==> src/fbam_pkg.sv <==
package fbam_pkg;

   // Address and sector geometry
   localparam int unsigned ADDR_W      = 32;
   localparam int unsigned SECT_W      = 8;
   localparam int unsigned OFF_W       = 21;

   // Code-flash region bases and sizes
   localparam logic [31:0] CF_BASE0    = 32'h1000_0000;
   localparam logic [31:0] CF_BASE1    = 32'h1200_0000;
   localparam logic [31:0] CF_LARGE_SIZE = 32'h0000_8000;
   localparam logic [31:0] CF_SMALL_SIZE = 32'h0000_2000;
   localparam logic [7:0]  CF_LARGE_NUM  = 8'h1E;
   localparam logic [7:0]  CF_SMALL_NUM  = 8'h10;

   // Work-flash region bases and sizes
   localparam logic [31:0] WF_BASE0    = 32'h1400_0000;
   localparam logic [31:0] WF_BASE1    = 32'h1500_0000;
   localparam logic [31:0] WF_LARGE_SIZE = 32'h0000_0800;
   localparam logic [31:0] WF_SMALL_SIZE = 32'h0000_0080;
   localparam logic [7:0]  WF_LARGE_NUM  = 8'h24;
   localparam logic [7:0]  WF_SMALL_NUM  = 8'hC0;

   // Array selector
   typedef enum logic [1:0] {
      FBAM_ARR_NONE,
      FBAM_ARR_CODE,
      FBAM_ARR_WORK
   } fbam_arr_type;

   // Bank configuration for one array
   typedef struct packed {
      logic dual_bank;
      logic map_b;
   } fbam_cfg_type;

   // Decoded access towards the flash macro
   typedef struct packed {
      fbam_arr_type      arr;
      logic              half;
      logic              large_sector;
      logic [SECT_W-1:0] sector;
      logic [OFF_W-1:0]  offset;
   } fbam_sel_type;

endpackage

==> src/fbam_top.sv <==
`timescale 1ns/1ns
`default_nettype none
module fbam_top
   import fbam_pkg::*;
(
   input  wire logic              I_CLK,
   input  wire logic              I_RSTN,
   input  wire logic              I_REQ,
   input  wire logic [31:0]       I_ADDR,
   input  wire fbam_cfg_type      I_CODE_CFG,
   input  wire fbam_cfg_type      I_WORK_CFG,
   output fbam_sel_type           O_SEL,
   output logic                   O_VALID,
   output logic                   O_ERR
);


   // Number of arrays behind the mapper and the slot of each in every table
   localparam int unsigned ARR_NUM  = 2;
   localparam int unsigned IDX_CODE = 0;
   localparam int unsigned IDX_WORK = 1;

   // Geometry of each array, indexed by slot
   localparam logic [31:0] BASE0_TAB      [ARR_NUM] = '{CF_BASE0,      WF_BASE0};
   localparam logic [31:0] BASE1_TAB      [ARR_NUM] = '{CF_BASE1,      WF_BASE1};
   localparam logic [31:0] LARGE_SIZE_TAB [ARR_NUM] = '{CF_LARGE_SIZE, WF_LARGE_SIZE};
   localparam logic [31:0] SMALL_SIZE_TAB [ARR_NUM] = '{CF_SMALL_SIZE, WF_SMALL_SIZE};
   localparam logic [7:0]  LARGE_NUM_TAB  [ARR_NUM] = '{CF_LARGE_NUM,  WF_LARGE_NUM};
   localparam logic [7:0]  SMALL_NUM_TAB  [ARR_NUM] = '{CF_SMALL_NUM,  WF_SMALL_NUM};

   // Bank setting of each array; each array has its own dual_bank and map_b bits
   fbam_cfg_type        cfg_arr  [ARR_NUM];

   // Raw decoder answers, one bit or field per array
   wire  [ARR_NUM-1:0]  hit_vec;
   wire  [ARR_NUM-1:0]  half_vec;
   wire  [ARR_NUM-1:0]  large_vec;
   wire  [SECT_W-1:0]   sect_arr [ARR_NUM];
   wire  [OFF_W-1:0]    off_arr  [ARR_NUM];

   // Priority pick and the selects that the arrays contribute
   wire  [ARR_NUM-1:0]  win_vec;
   fbam_sel_type        part_arr [ARR_NUM];
   fbam_sel_type        or_arr   [ARR_NUM+1];

   // Request outcome
   wire                 hit_any;
   wire                 req_hit;
   wire                 req_miss;

   // Next and registered value of every answer field
   fbam_arr_type        arr_d;
   fbam_arr_type        arr_q;
   logic                half_d;
   logic                half_q;
   logic                large_d;
   logic                large_q;
   logic [SECT_W-1:0]   sect_d;
   logic [SECT_W-1:0]   sect_q;
   logic [OFF_W-1:0]    off_d;
   logic [OFF_W-1:0]    off_q;
   logic                valid_d;
   logic                valid_q;
   logic                err_d;
   logic                err_q;

   // True when slot idx hits and no slot of lower index does.
   // The windows never overlap; the pick keeps the select one-hot
   // even if a table entry were ever set to overlap another.
   function automatic logic is_winner(input logic [ARR_NUM-1:0] hits,
                                      input int unsigned       idx);
      logic lower;
      lower = 1'h0;
      for (int unsigned k = 0; k < ARR_NUM; k++) begin
         if (k < idx) begin
            lower = lower | hits[k];
         end
      end
      is_winner = hits[idx] & ~lower;
   endfunction

   // Array code reported for a slot
   function automatic fbam_arr_type arr_code(input int unsigned idx);
      case (idx)
         IDX_CODE: arr_code = FBAM_ARR_CODE;
         IDX_WORK: arr_code = FBAM_ARR_WORK;
         default:  arr_code = FBAM_ARR_NONE;
      endcase
   endfunction

   // Route each array's own bank setting to its slot
   assign cfg_arr[IDX_CODE] = I_CODE_CFG;
   assign cfg_arr[IDX_WORK] = I_WORK_CFG;

   // The merge chain starts from an empty select
   assign or_arr[0] = '0;

   // One decoder per array finds sector, offset and physical half;
   // the winning array alone feeds the merged select
   genvar g;
   generate
      for (g = 0; g < ARR_NUM; g = g + 1) begin : g_arr
         fbam_decode #(
            .BASE0      (BASE0_TAB[g]),
            .BASE1      (BASE1_TAB[g]),
            .LARGE_SIZE (LARGE_SIZE_TAB[g]),
            .SMALL_SIZE (SMALL_SIZE_TAB[g]),
            .LARGE_NUM  (LARGE_NUM_TAB[g]),
            .SMALL_NUM  (SMALL_NUM_TAB[g])
         ) fbam_decode_inst (
            .i_addr         (I_ADDR),
            .i_cfg          (cfg_arr[g]),
            .o_hit          (hit_vec[g]),
            .o_half         (half_vec[g]),
            .o_large_sector (large_vec[g]),
            .o_sector       (sect_arr[g]),
            .o_offset       (off_arr[g])
         );

         // Losing arrays contribute all zeros
         assign win_vec[g]                = is_winner(hit_vec, g);
         assign part_arr[g].arr           = win_vec[g] ? arr_code(g) : FBAM_ARR_NONE;
         assign part_arr[g].half          = win_vec[g] & half_vec[g];
         assign part_arr[g].large_sector  = win_vec[g] & large_vec[g];
         assign part_arr[g].sector        = win_vec[g] ? sect_arr[g] : '0;
         assign part_arr[g].offset        = win_vec[g] ? off_arr[g] : '0;

         // Merge by OR; at most one contribution is non-zero
         assign or_arr[g+1] = or_arr[g] | part_arr[g];
      end
   endgenerate

   // A request that hits no sector is a decode error and selects nothing
   assign hit_any  = |hit_vec;
   assign req_hit  = I_REQ & hit_any;
   assign req_miss = I_REQ & ~hit_any;

   // Next values: every select field is zero unless the request hit
   assign arr_d   = req_hit ? or_arr[ARR_NUM].arr : FBAM_ARR_NONE;
   assign half_d  = req_hit & or_arr[ARR_NUM].half;
   assign large_d = req_hit & or_arr[ARR_NUM].large_sector;
   assign sect_d  = req_hit ? or_arr[ARR_NUM].sector : '0;
   assign off_d   = req_hit ? or_arr[ARR_NUM].offset : '0;
   assign valid_d = req_hit;
   assign err_d   = req_miss;

   // Array field of the answer
   always_ff @(posedge I_CLK or negedge I_RSTN) begin
      if (!I_RSTN) begin
         arr_q <= FBAM_ARR_NONE;
      end else begin
         arr_q <= arr_d;
      end
   end

   // Physical half field
   always_ff @(posedge I_CLK or negedge I_RSTN) begin
      if (!I_RSTN) begin
         half_q <= 1'h0;
      end else begin
         half_q <= half_d;
      end
   end

   // Large or small sector flag
   always_ff @(posedge I_CLK or negedge I_RSTN) begin
      if (!I_RSTN) begin
         large_q <= 1'h0;
      end else begin
         large_q <= large_d;
      end
   end

   // Sector number within the bank
   always_ff @(posedge I_CLK or negedge I_RSTN) begin
      if (!I_RSTN) begin
         sect_q <= '0;
      end else begin
         sect_q <= sect_d;
      end
   end

   // Byte offset within the sector
   always_ff @(posedge I_CLK or negedge I_RSTN) begin
      if (!I_RSTN) begin
         off_q <= '0;
      end else begin
         off_q <= off_d;
      end
   end

   // Hit pulse, one cycle per request
   always_ff @(posedge I_CLK or negedge I_RSTN) begin
      if (!I_RSTN) begin
         valid_q <= 1'h0;
      end else begin
         valid_q <= valid_d;
      end
   end

   // Decode error pulse, one cycle per request
   always_ff @(posedge I_CLK or negedge I_RSTN) begin
      if (!I_RSTN) begin
         err_q <= 1'h0;
      end else begin
         err_q <= err_d;
      end
   end

   // Outputs come straight from the flip-flops
   assign O_SEL.arr          = arr_q;
   assign O_SEL.half         = half_q;
   assign O_SEL.large_sector = large_q;
   assign O_SEL.sector       = sect_q;
   assign O_SEL.offset       = off_q;
   assign O_VALID            = valid_q;
   assign O_ERR              = err_q;

endmodule
`default_nettype wire

==> src/fbam_decode.sv <==
`timescale 1ns/1ns
`default_nettype none
// Decodes one array: finds large or small sector and physical half
module fbam_decode
   import fbam_pkg::*;
#(
   parameter logic [31:0] BASE0      = 32'h0,
   parameter logic [31:0] BASE1      = 32'h0,
   parameter logic [31:0] LARGE_SIZE = 32'h1,
   parameter logic [31:0] SMALL_SIZE = 32'h1,
   parameter logic [7:0]  LARGE_NUM  = 8'h2,
   parameter logic [7:0]  SMALL_NUM  = 8'h2
) (
   input  wire logic [31:0]       i_addr,
   input  wire fbam_cfg_type      i_cfg,
   output logic                   o_hit,
   output logic                   o_half,
   output logic                   o_large_sector,
   output logic [SECT_W-1:0]      o_sector,
   output logic [OFF_W-1:0]       o_offset
);

   // Per-bank sector counts halve in dual-bank mode
   wire  [7:0]  large_cnt  = i_cfg.dual_bank ? (LARGE_NUM >> 1) : LARGE_NUM;
   wire  [7:0]  small_cnt  = i_cfg.dual_bank ? (SMALL_NUM >> 1) : SMALL_NUM;
   wire  [31:0] large_span = LARGE_SIZE * 32'(large_cnt);
   wire  [31:0] bank_len   = large_span + SMALL_SIZE * 32'(small_cnt);

   // Window offsets from each base
   wire  [31:0] rel0     = i_addr - BASE0;
   wire  [31:0] rel1     = i_addr - BASE1;
   wire         in0      = (i_addr >= BASE0) && (rel0 < bank_len);
   wire         in1      = i_cfg.dual_bank && (i_addr >= BASE1) && (rel1 < bank_len);
   wire  [31:0] rel      = in1 ? rel1 : rel0;
   wire         is_large  = rel < large_span;
   wire  [31:0] small_rel = rel - large_span;

   // Mapping B swaps which physical half answers at which base
   assign o_hit          = in0 || in1;
   assign o_half         = i_cfg.dual_bank & (in1 ^ i_cfg.map_b);
   assign o_large_sector = is_large;
   assign o_sector       = is_large ? SECT_W'(rel / LARGE_SIZE) : SECT_W'(small_rel / SMALL_SIZE);
   assign o_offset       = is_large ? OFF_W'(rel % LARGE_SIZE) : OFF_W'(small_rel % SMALL_SIZE);

endmodule
`default_nettype wire

==> config.mk <==
export PLATFORM = sky130hd
export DESIGN_NAME = fbam_top
export DESIGN_NICKNAME = d
export VERILOG_FILES = /design/src/fbam_pkg.sv /design/src/fbam_top.sv /design/src/fbam_decode.sv
export SDC_FILE = /design/constraint.sdc
export NUM_CORES = 1
export LEC_CHECK = 0
export BUFFER_PORTS_ARGS = -buffer_cell sky130_fd_sc_hd__buf_2
export CORE_MARGIN = 3
export CORE_UTILIZATION = 49
export CTS_CLUSTER_DIAMETER = 60
export DETAILED_ROUTE_END_ITERATION = 8
export HOLD_SLACK_MARGIN = 0.08
export PLACE_DENSITY = 0.8
export SLEW_MARGIN = 20
export SYNTH_ARGS = -nofsm -noshare
export SYNTH_HDL_FRONTEND = slang
export SYNTH_HIERARCHICAL = 1
export SYNTH_SLANG_ARGS = --single-unit
==> constraint.sdc <==
create_clock -name I_CLK -period 0.8 [get_ports I_CLK]
set_input_delay 0.08 -clock I_CLK [delete_from_list [all_inputs] [get_ports I_CLK]]
set_output_delay 0.08 -clock I_CLK [all_outputs]
set_load 0.03 [all_outputs]
==> results of run 1 <==
==> layer usage <==
metal  vias to the layer above  track usage  wire [um]  part of all wire
met4                         0        0.168       1190             0.092
li1                       1346            -          -                 -
met2                       364        0.551       6010              0.46
met1                      1573        0.327       4290              0.33
met3                       130       0.0559       1450              0.11
met5                         -            0          0                 0
==> layout make-up <==
class | count | area [um2] | area share
inverter | 18 | 71.3 | 0.0156
sequential | 35 | 876 | 0.192
multi-input combinational | 237 | 1950 | 0.426
clock inverter | 1 | 7.51 | 0.00164
timing repair buffer | 165 | 1490 | 0.325
clock buffer | 7 | 96.3 | 0.0211
tap | 70 | 87.6 | 0.0192
==> synth_stat cells (all sizes together) (2+ instances only) <==
cell | count | area [um2]
nand4 | 2 | 12.5
a31oi | 2 | 12.5
clkbuf | 3 | 11.3
o211ai | 4 | 40.0
xor2 | 5 | 43.8
conb | 2 | 7.51
and2 | 5 | 31.3
mux2i | 2 | 23.8
nand3b | 2 | 15.0
o21ai | 36 | 180
ha | 20 | 250
dfrtp | 35 | 876
a2111o | 2 | 22.5
nand2b | 4 | 32.5
nand2 | 34 | 128
nor3 | 5 | 25.0
buf | 50 | 358
mux2 | 9 | 101
nor2 | 10 | 37.5
a32o | 4 | 40.0
o21a | 2 | 15.0
or4 | 3 | 22.5
inv | 18 | 67.6
nor2b | 5 | 31.3
a21oi | 5 | 32.5
nor4 | 2 | 27.5
and3b | 2 | 17.5
a211oi | 2 | 15.0
nand3 | 33 | 165
xnor2 | 5 | 43.8
==> stage by stage <==
stage / instance area [um2] / cells / hold WS [ns] / worst slack (ns) / setup TNS, ns
global route: 4570 / 533 / 0.185 / -1.58 / -43.37
floorplan: 2960 / 340 / -0.216 / -1.41 / -34.74
detailed placement: 3490 / 487 / 0.0602 / -1.74 / -44.49
global placement: 3490 / 487 / 0.0506 / -1.70 / -43.90
CTS: 4260 / 524 / 0.148 / -1.27 / -36.95
finish: 4570 / 533 / 0.161 / -1.59 / -41.47
==> kinds of logic (layout without fill, tap and decap cells) <==
family / Yosys count / count (layout) / synth area share
fa+ha+maj: 21 / 21 / 0.0959
flops: 35 / 35 / 0.311
xor+xnor: 10 / 10 / 0.0311
other cells: 2 / 16 / 0.00266
simple gates: 115 / 117 / 0.215
mux: 11 / 12 / 0.0444
compound gates: 61 / 61 / 0.146
buf+inv: 71 / 191 / 0.155
==> path summary, 6_finish.rpt <==
path | slack (ns) | end | from
min in group asynchronous | 0.26 | off_q[2] | I_RSTN
max in group asynchronous | 0.34 | off_q[14] | I_RSTN
worst min-delay path | 0.16 | off_q[12] | I_ADDR[12]
worst max-delay path | -1.59 | sect_q[3] | I_ADDR[16]
==> state kept, by name (all words and copies together) (netlist names) <==
name and cells:
O_ERR 1, large_q 1, O_VALID 1, half_q 1, arr_q 2, off_q 21, sect_q 8
==> repair_timing <==
item / 4_1_cts / 5_1_grt
gates resized for setup: 106 / 53
endpoints found under the setup margin: 64 / 64
endpoints found under the hold margin: 47 / 0
hold buffers: 13 / 0
pin swaps: 16 / 21
cloned: 4 / 2
setup buffers: 12 / 8
==> power breakdown <==
| part | switching (mW) | total (mW) | internal [mW] |
|---|---|---|---|
| Combinational | 0.796 | 1.47 | 0.671 |
| Sequential | 0.0159 | 1.81 | 1.79 |
| Clock | 0.760 | 1.55 | 0.785 |
| Total | 1.57 | 4.82 | 3.25 |
==> results.txt, run 1 <==
- The flow ran to the end, but the final reports show violations.
* Failing checks: setup timing
* Number of buffers inserted during clock tree synthesis: 5
- Of the cells placed in the final design, the portion with a size suffix greater than 1 is 0.521.
- Die Y-Extent: between 80 and 90 um
- In this run, the number of DRC markers left after iteration 0 of detailed routing was roughly 530.
* Number of design rule violations left after detail routing: 0
* Full die area: ~6700 um2
- The first global-routing pass estimated approximately 15000 um of wire.
* Final count of negative-setup-slack endpoints: 64
- Leaving out fill and tap cells, the most frequent cell in the layout is buf_4.
- Max incr delay on CP: ~0.47 ns
* CTS max path bufs: 2
* Floorplan die width: a little over 80 um
* Ant. Diodes: 0
* Buffers on Ports: 73
* Class of the tightest hold or removal check: input port to flop
- The analysis attributes to cell leakage a power of around 2.1 nW.
- Total number of vias: approximately 3400
- The share of the Yosys chip area taken by registers is 0.311.
- In the synthesized netlist the async set-or-reset flop fraction comes to 1.00.
* CP arrival: approximately 2.5 ns
- Overall power after layout: a little under 5 mW
- Floorplan Core Area: about 5300 um2
* Post-Syn Area: about 2800 um2
* Worst setup margin: -1.59 ns
- Max frequency: approximately 420 MHz
* Depth of the worst hold-timing path: 4
- Cell at the root of the clock tree: clkbuf_8
- Weighted congestion reported at the end of routability-driven placement: 0.861
- VDD sags by at most slightly below 0.001 V.
- Iteration count of the initial detailed-routing pass: 7
* Synth Instances: around 330
* Number of failing hold endpoints at the final stage: 0
* Largest delay share family, worst path: compound AO/OA/AOI/OAI gates
- In this run the number of cells on the critical path is 11.
- The number of antenna violations at the first check in global routing is 0.
- For this block, the routed nets add up to between 10000 and 15000 um of wire.
- Kind of start point of the critical path: input port
- In the routed layout, each cell is associated on average with a via count of roughly 6.4.
- Summed over all layers, the global routing overflow is 0.
* Detailed-placement wirelength estimate: 5140 um
* H-Tree Level Count: 2
- CP max stage cell: or4_4
- Maximum number of pins on one net before global-route repair: 36
* Post-synthesis sequential element count: 35
- Count of pins over their slew limit: 0
* Fill cell instance count of the final layout: about 230
- The worst setup path is captured at a flop.
- Setup repair after global routing could not meet its margin everywhere.
* Clock sink count: 35
- After floorplanning, the core was divided into 26 placement rows.
- The worst setup path is of the input port to flop kind.
- After detailed routing, the average wire length per cell comes to between 20 and 25 um.
- CP Cell Sequence: buf_6 > buf_6 > ha_4 > or4_4 > a21oi_2 > o211ai_2 > a2111oi_4 > o211ai_4 > mux2_2 > nand3_1 > o21ai_1
- In this run the count of I/O pins placed on the die edge is 74.
- Clock slew at the register clock pins of the worst setup and hold paths: about 0.08 ns
- Critical Path Most Common Cell: buf_6
- In this run the power density over the cells is between 1000 and 1500 nW/um2.
* Initial cell density of the core: 0.528
- At the worst endpoint, the required time is between 0.9 and 1 ns.
- Yosys warnings: 6
- Together, buffers and inverters on the worst path number 2.
- Via count of the first global-routing pass: around 3000
- Synthesized area per cell: roughly 8.6 um2
* Final design utilization: 0.856
- Of all nets on the critical path, the largest fanout is 5.
- Across the run, the number of max-cap violations was 0.
- The smallest clock period supported by the final layout is computed as 2.39 ns.
* Number of nets still failing antenna checks after routing: 0
- Layout Nets: between 500 and 600
- CTS tree: done
* Number of enable flip-flop cells after synthesis: 0
* Synthesis-to-finish area growth: 62.1%
- In the finished design, the share of the clock period the worst path needs comes to 2.98.
- The library cells used most frequently in the layout, excluding fill and tap cells, are buf_4, buf_6, buf_2.
* Aggregate global-route resource usage: 0.303
- For this run, the leading register cell type out of synthesis is dfrtp_1.
- Number of unique standard cell types used by synthesis: 52
Power figures use the tool's default switching activity.
==> run 2: changes to the inputs <==
--- a/config.mk
+++ b/config.mk
@@ -11,7 +11,7 @@
 export CTS_CLUSTER_DIAMETER = 60
 export DETAILED_ROUTE_END_ITERATION = 8
 export HOLD_SLACK_MARGIN = 0.08
-export PLACE_DENSITY = 0.8
+export PLACE_DENSITY = 0.74
 export SLEW_MARGIN = 20
 export SYNTH_ARGS = -nofsm -noshare
 export SYNTH_HDL_FRONTEND = slang
==> run 2 against run 1 <==
  * The flow still finishes with violations (setup timing)
  * Via count shrank 11%
  * Total power shrank 8.3%
  * Flip-flop and latch count is the same
  * Utilization shrank 3.6 points
  * Clock-buffer cell count shrank 1
  * Routed wire length shrank 21%
  * Global-route usage shrank 3.6 points
  * First-iteration DRC count shrank 41%
  * Sequential share of layout area grew 0.85 points
  * Non-clock buffer count shrank 9
  * Sequential power is essentially flat
  * Largest cell class unchanged
  * Largest power group unchanged
==> results.txt, run 2 (synthesis results as in run 1) <==
- The number of max-slew violations in the final report came to 0 (unchanged).
- STA classifies the critical path endpoint as a flop.
* Clock slew at the register clock pins of the worst setup and hold paths: 0.07 ns (about the same)
- Design area: 4380 um2 (-4.2%)
- Die Y-Extent: 81.9 um (unchanged)
- Average vias per placed instance: 5.78 (-9.7%)
- TritonCTS built the clock tree.
- The sum of overflow across all layers after global routing was 0 (unchanged).
- The worst hold path terminates at off_q[12].
- The count of maximum capacitance violations is 0 (unchanged).
- Run status: finished, violations left
- Floorplan die width: 81.9 um (unchanged)
- The number of buffer cells added on primary ports was 73 (unchanged).
- The number of global-route vias before repair is 2794 (-9.2%).
- The instance count after placement with tap cells included is 485 (-0.41%).
* Commonest cells after routing, fill and taps aside: buf_4, buf_6, buf_2
* Setup repair after global routing missed its margin: true
- Max frequency: 446 MHz (+6.5%)
- Non-filler cells, final: 523 (-1.9%)
- Instance area at placement: 3480 um2 (about the same)
* Post-Route WL: 10200 um (-21%)
- The half-perimeter wire length of the detailed placement result came to 5160 um (+0.26%).
* Worst vdd ir: 0.000860 V (-13%)
- Total number of vias: 3023 (-11%)
- The least setup slack across all paths after layout is -1.44 ns (+0.146 ns).
* Number of nets still failing antenna checks after routing: 0 (unchanged)
- Power Density: 1010 nW/um2 (-4.2%)
* Depth of the worst hold-timing path: 4 (unchanged)
- Iteration count of the initial detailed-routing pass: 5 (-2)
* Number of design rule violations left after detail routing: 0 (unchanged)
* Layout cell share with drive strength beyond 1: 0.475 (-0.0459)
* Failing checks: setup timing
- Most common cell after layout, fill and taps aside: buf_4
- The number of setup violations in the final report is 64 (unchanged).
- The required time reported for the critical path endpoint is 0.98 ns (+0.03 ns).
- The worst setup path is launched from an input port.
* Number of antenna violations at the first check in global routing: 0 (unchanged)
- Initial cell density of the core: 0.528 (unchanged)
* Maximum number of pins on one net before global-route repair: 36 (unchanged)
* Cell at the root of the clock tree: clkbuf_8
- Worst setup path class: input port to flop
* Peak fanout along the critical path: 9 (+4)
- Aggregate global-route resource usage: 0.267 (-0.0356)
- The final weighted congestion in routability-driven placement was 0.871 (+1.2%).
- Top Registers: off_q (21), sect_q (8), arr_q (2)
- Area occupied by multi-input gates: 1890 um2 (-3.0%)
- H-Tree Level Count: 2 (unchanged)
- Number of buffers inserted during clock tree synthesis: 5 (unchanged)
- Class of the tightest hold or removal check: input port to flop
* Final worst-path cycle share: 2.80 (-0.183)
* Top reg by flops: off_q
* Floorplan Core Area: 5340 um2 (unchanged)
* Post-route minimum period: 2.24 ns (-0.146 ns)
* Clock sink count: 35 (unchanged)
- Num rows: 26 (unchanged)
- Fill cell instance count of the final layout: 260 (+14%)
- Avg WL per Cell: 19.5 um (-20%)
* Layout Nets: 512 (-1.9%)
- Full die area: 6700 um2 (unchanged)
* Sequential standard cell area: 876 um2 (unchanged)
- Relative to the synthesized area, the layout overhead comes to 55.2%.
- The worst hold path begins at I_ADDR[12].
- P_leak: 2.07 nW (-2.8%)
* First-pass GRT wire length: 13500 um (-10%)
- Ant. Diodes: 0 (unchanged)
- CP arrival: 2.42 ns (-0.12 ns)
* Overall power after layout: 4.42 mW (-8.3%)
- Final design utilization: 0.820 (-0.0364)
* CTS max path bufs: 2 (unchanged)
* Number of failing hold endpoints at the final stage: 0 (unchanged)
* Count of routing violations after the opening detailed-route iteration: 314 (-41%)
- Number of flip-flops under the largest register name: 21 (unchanged)
* I/O pin count: 74 (unchanged)
## run 2: cell type report
| class | instances | share of cell area |
|---|---|---|
| flip-flops and latches | 35 | 0.200 |
| inverters | 18 | 0.0163 |
| clock buffers | 6 | 0.0166 |
| repair buffers | 156 | 0.313 |
| multi-input cells | 236 | 0.432 |
| well taps | 70 | 0.0200 |
| clock inverters | 2 | 0.00286 |
## run 2: worst max-delay path, stage by stage
cell     delay, ns
buf_2         0.11
buf_6         0.12
ha_1          0.16
inv_1         0.07
fa_2          0.35
nor3_2        0.19
o21ai_2       0.10
nor4_2        0.37
buf_4         0.19
mux2i_4       0.07
buf_12        0.15
mux2_4        0.30
nand2_1       0.08
o21ai_1       0.07
## run 2: worst max path at each step
| stage | start | endpoint | slack [ns] |
|---|---|---|---|
| floorplan | I_ADDR[27] | sect_q[3] | -1.41 |
| global placement | I_ADDR[16] | sect_q[1] | -1.65 |
| detailed placement | I_ADDR[16] | sect_q[1] | -1.74 |
| CTS | I_ADDR[16] | sect_q[1] | -1.23 |
| global route | I_WORK_CFG[1] | sect_q[5] | -1.51 |
| finish | I_WORK_CFG[1] | sect_q[1] | -1.44 |
## run 2: per-stage QoR
stage                     setup slack (ns)  TNS, ns  hold slack (ns)
final                                -1.44   -40.64            0.193
after floorplan                      -1.41   -34.74           -0.216
after global routing                 -1.51   -42.91            0.195
after global placement               -1.65   -44.25           0.0528
after CTS                            -1.23   -35.79            0.150
after detailed placement             -1.74   -45.78           0.0633
## run 2: repair_timing
action | in CTS | in global routing
buffers inserted | 8 | 8
gates resized for setup | 106 | 35
pin swaps | 14 | 22
endpoints found under the hold margin | 47 | 0
cloned | 4 | 0
hold buffers | 13 | 0
setup endpoints to repair | 64 | 64
## run 2: report_power, final
part	leakage (nW)	switching (mW)	internal (mW)	total (mW)
clock	0.0412	0.680	0.608	1.29
sequential	0.485	0.0134	1.79	1.80
combinational	1.54	0.698	0.627	1.33
total	2.07	1.39	3.03	4.42
## run 2: layer usage
metal / GRT usage / vias to the layer above / routed length [um]
li1: - / 1324 / -
met1: 0.314 / 1433 / 3740
met2: 0.457 / 206 / 5180
met3: 0.0647 / 60 / 756
met4: 0.123 / 0 / 521
met5: 0 / - / 0
==> run 3: changes to the inputs <==
--- a/config.mk
+++ b/config.mk
@@ -12,6 +12,7 @@
 export DETAILED_ROUTE_END_ITERATION = 8
 export HOLD_SLACK_MARGIN = 0.08
 export PLACE_DENSITY = 0.74
+export SETUP_SLACK_MARGIN = 0.3
 export SLEW_MARGIN = 20
 export SYNTH_ARGS = -nofsm -noshare
 export SYNTH_HDL_FRONTEND = slang
==> run 3 against run 2 <==
  * The run ends with hold timing, setup timing left
  * Sequential power hardly changed
  * Critical path depth decreased by 2
  * Largest power group unchanged
  * Worst hold slack got worse by 0.46 ns
  * Critical endpoint unchanged
  * Total power rose by 9.1%
  * Sequential share of layout area is 0.10 points higher
  * Die area stayed put
  * Via count grew 1.3%
  * Worst setup slack improved by 0.036 ns
==> results.txt, run 3 (synthesis results as in run 1) <==
- The share of cells above drive strength 1 was 0.605 (+0.131).
* Crit path from: I_ADDR[19]
- The relative contribution of the clock network to total power came to 0.336 (+0.044).
- Most common cell after layout, fill and taps aside: buf_4
* Cell at the root of the clock tree: clkbuf_8
- Synthesis-to-finish area growth: 61.3%
- The least setup slack across all paths after layout came to -1.40 ns (+0.0365 ns).
* Number of flip-flops under the largest register name: 21 (unchanged)
* Routing usage on met3: 0.0592 (-0.00548)
- Minimum hold slack: -0.270 ns (-0.462 ns)
- The total count of hold-check failures in the final report is 35 (+35).
* Power share of the combinational group: 0.289 (-0.011)
- Die Y-Extent: 81.9 um (unchanged)
- Avg WL per Cell: 20.8 um (+6.4%)
- STA classifies the critical path endpoint as a flop.
- The placeable core area is 5340 um2 (unchanged).
* Maximum number of pins on one net before global-route repair: 36 (unchanged)
- Via count of the first global-routing pass: 2863 (+2.5%)
* Max frequency: 454 MHz (+1.7%)
- Top reg by flops: off_q
- Switching power summed over all nets: 1.46 mW (+5.0%)
- Run status: finished, violations left
- Clock slew at the register clock pins of the worst setup and hold paths: 0.08 ns (about the same)
* CTS tree: done
- Num rows: 26 (unchanged)
- The number of vias after detailed routing came to 3062 (+1.3%).
- Detailed-placement wirelength estimate: 5350 um (+3.8%)
- The total clock sinks was 35 (unchanged).
- Design area: 4550 um2 (+3.9%)
* Top Registers: off_q (21), sect_q (8), arr_q (2)
* Failing checks: hold timing, setup timing
* Busiest layer in global routing: met2
- Ant. Diodes: 0 (unchanged)
- Fill cell instance count of the final layout: 259 (-0.38%)
- STA classifies the critical path startpoint as an input port.
- Post-Route WL: 10800 um (+6.0%)
- The global-route wire length before repair came to 13400 um (-0.87%).
- The number of clock buffers inserted by TritonCTS came to 5 (unchanged).
- The met1 usage in global routing was 0.309 (-0.00415).
- Count of pins over their slew limit: 0 (unchanged)
* Worst setup path class: input port to flop
- The level count of the clock H-tree was 2 (unchanged).
- The required time reported for the critical path endpoint came to 0.98 ns (about the same).
* Internal power contribution: 3.36 mW (+11%)
- Count of routing violations after the opening detailed-route iteration: 316 (+0.64%)
- Share of total power in sequential cells: 0.375 (-0.033)
* CP Capture Point: sect_q[1]
- Number of design rule violations left after detail routing: 0 (unchanged)
- Setup repair after global routing missed its margin: true
- The critical path arrival was 2.38 ns (-0.04 ns).
- Class of the tightest hold or removal check: input port to asynchronous set/reset pin
- Aggregate global-route resource usage: 0.263 (-0.00443)
- The critical path's largest stage delay is 0.50 ns (+0.13 ns).
- The worst setup slack after placement came to -1.65 ns (+0.0964 ns).
- The switching part of the total power is 0.303 (-0.0116).
* Number of nets still failing antenna checks after routing: 0 (unchanged)
* Initial cell density of the core: 0.528 (unchanged)
- The number of antenna violations at the first check in global routing was 0 (unchanged).
* P_leak: 2.05 nW (-1.1%)
* Average vias per placed instance: 5.88 (+1.7%)
- The number of setup violations in the final report came to 64 (unchanged).
* Weighted congestion reported at the end of routability-driven placement: 0.854 (-2.0%)
- The critical path goes through buf_8 > buf_6 > ha_4 > or4_4 > a21oi_4 > o211ai_4 > a2111oi_4 > buf_4 > o211ai_4 > mux2_4 > nand3_2 > o21ai_2.
- Final worst-path cycle share: 2.75 (-0.0456)
* Post-route minimum period: 2.20 ns (-0.0365 ns)
- The worst IR drop on VDD came to 0.000905 V (+5.3%).
- The total die area came to 6700 um2 (unchanged).
* GR met2 Demand/Resource: 0.466 (+0.00889)
* I/O pin count: 74 (unchanged)
* Total congestion overflow: 0 (unchanged)
- Commonest cells after routing, fill and taps aside: buf_4, buf_6, buf_2
* Iteration count of the initial detailed-routing pass: 5 (unchanged)
- Among all stages on the critical path, the largest delay is contributed by or4_4.
- The maximum count of clock buffers along a single path was 2 (unchanged).
* Peak fanout along the critical path: 5 (-4)
* Floorplan die width: 81.9 um (unchanged)
- Buffers on Ports: 73 (unchanged)
* Max-cap violations: 0 (unchanged)
* Instance area at placement: 3550 um2 (+1.8%)
* Critical Path Most Common Cell: o211ai_4
- Layout Nets: 510 (-0.39%)
* Power Density: 1060 nW/um2 (+5.0%)
-- run 3: changes by cell type in the layout (fill, tap and decap cells not counted), sizes merged --
cell         previous run  this run
clkinvlp                2         1
bufinv                  0         1
buf                   143       153
clkinv                  1         2
dlygate4sd3            13         0
-- run 3: per-stage QoR --
| step | TNS (ns) | utilization | total power, mW | instances | hold WS [ns] |
|---|---|---|---|---|---|
| finish | -40.46 | 0.852 | 4.82 | 521 | -0.270 |
| floorplan | -34.82 | - | 2.45 | 340 | -0.216 |
| CTS | -36.95 | 0.775 | 4.53 | 509 | -0.248 |
| detailed placement | -45.39 | 0.665 | 2.84 | 490 | 0.0588 |
| global route | -42.90 | 0.852 | 4.97 | 521 | -0.252 |
| global placement | -43.23 | 0.665 | 2.81 | 490 | 0.0513 |
-- run 3: worst min path at each step --
stage / start / endpoint / depth (start not counted)
after floorplan: I_RSTN / O_ERR / 0
after global placement: I_RSTN / arr_q[0] / 2
after detailed placement: I_RSTN / arr_q[0] / 2
after CTS: I_RSTN / sect_q[3] / 2
after global routing: I_RSTN / off_q[4] / 2
final: I_RSTN / off_q[4] / 2
-- run 3: layout make-up --
class / count / area, um2 / share of cell area
clock buffer: 5 / 68.8 / 0.0151
clock inverter: 3 / 43.8 / 0.00963
inverter: 18 / 71.3 / 0.0157
multi-input combinational: 236 / 2000 / 0.440
sequential: 35 / 915 / 0.201
tap: 70 / 87.6 / 0.0193
timing repair buffer: 154 / 1360 / 0.299
-- run 3: power by group through the flow --
stage,Sequential [mW],Clock (mW),Combinational (mW)
after floorplan,1.88,0,0.571
after global placement,1.83,0,0.976
after detailed placement,1.83,0,1.00
after CTS,1.80,1.60,1.13
after global routing,1.81,1.68,1.48
final,1.81,1.62,1.39
-- run 3: routing by layer --
metal	vias up	part of all wire
met5	-	0
li1	1318	-
met1	1473	0.37
met2	205	0.50
met4	0	0.055
met3	66	0.068
-- run 3: worst max-delay path, delay by kind of cell --
family / cells / cell delay [ns]
compound gates: 5 / 0.79
fa+ha+maj: 1 / 0.15
buf+inv: 3 / 0.41
mux: 1 / 0.35
simple gates: 2 / 0.58
-- run 3: timing repair --
action	4_1_cts	5_1_grt
gates resized for setup	107	69
buffers inserted	8	11
hold endpoints to repair	47	42
pin swaps	12	25
endpoints found under the setup margin	64	64
gates cloned	3	1
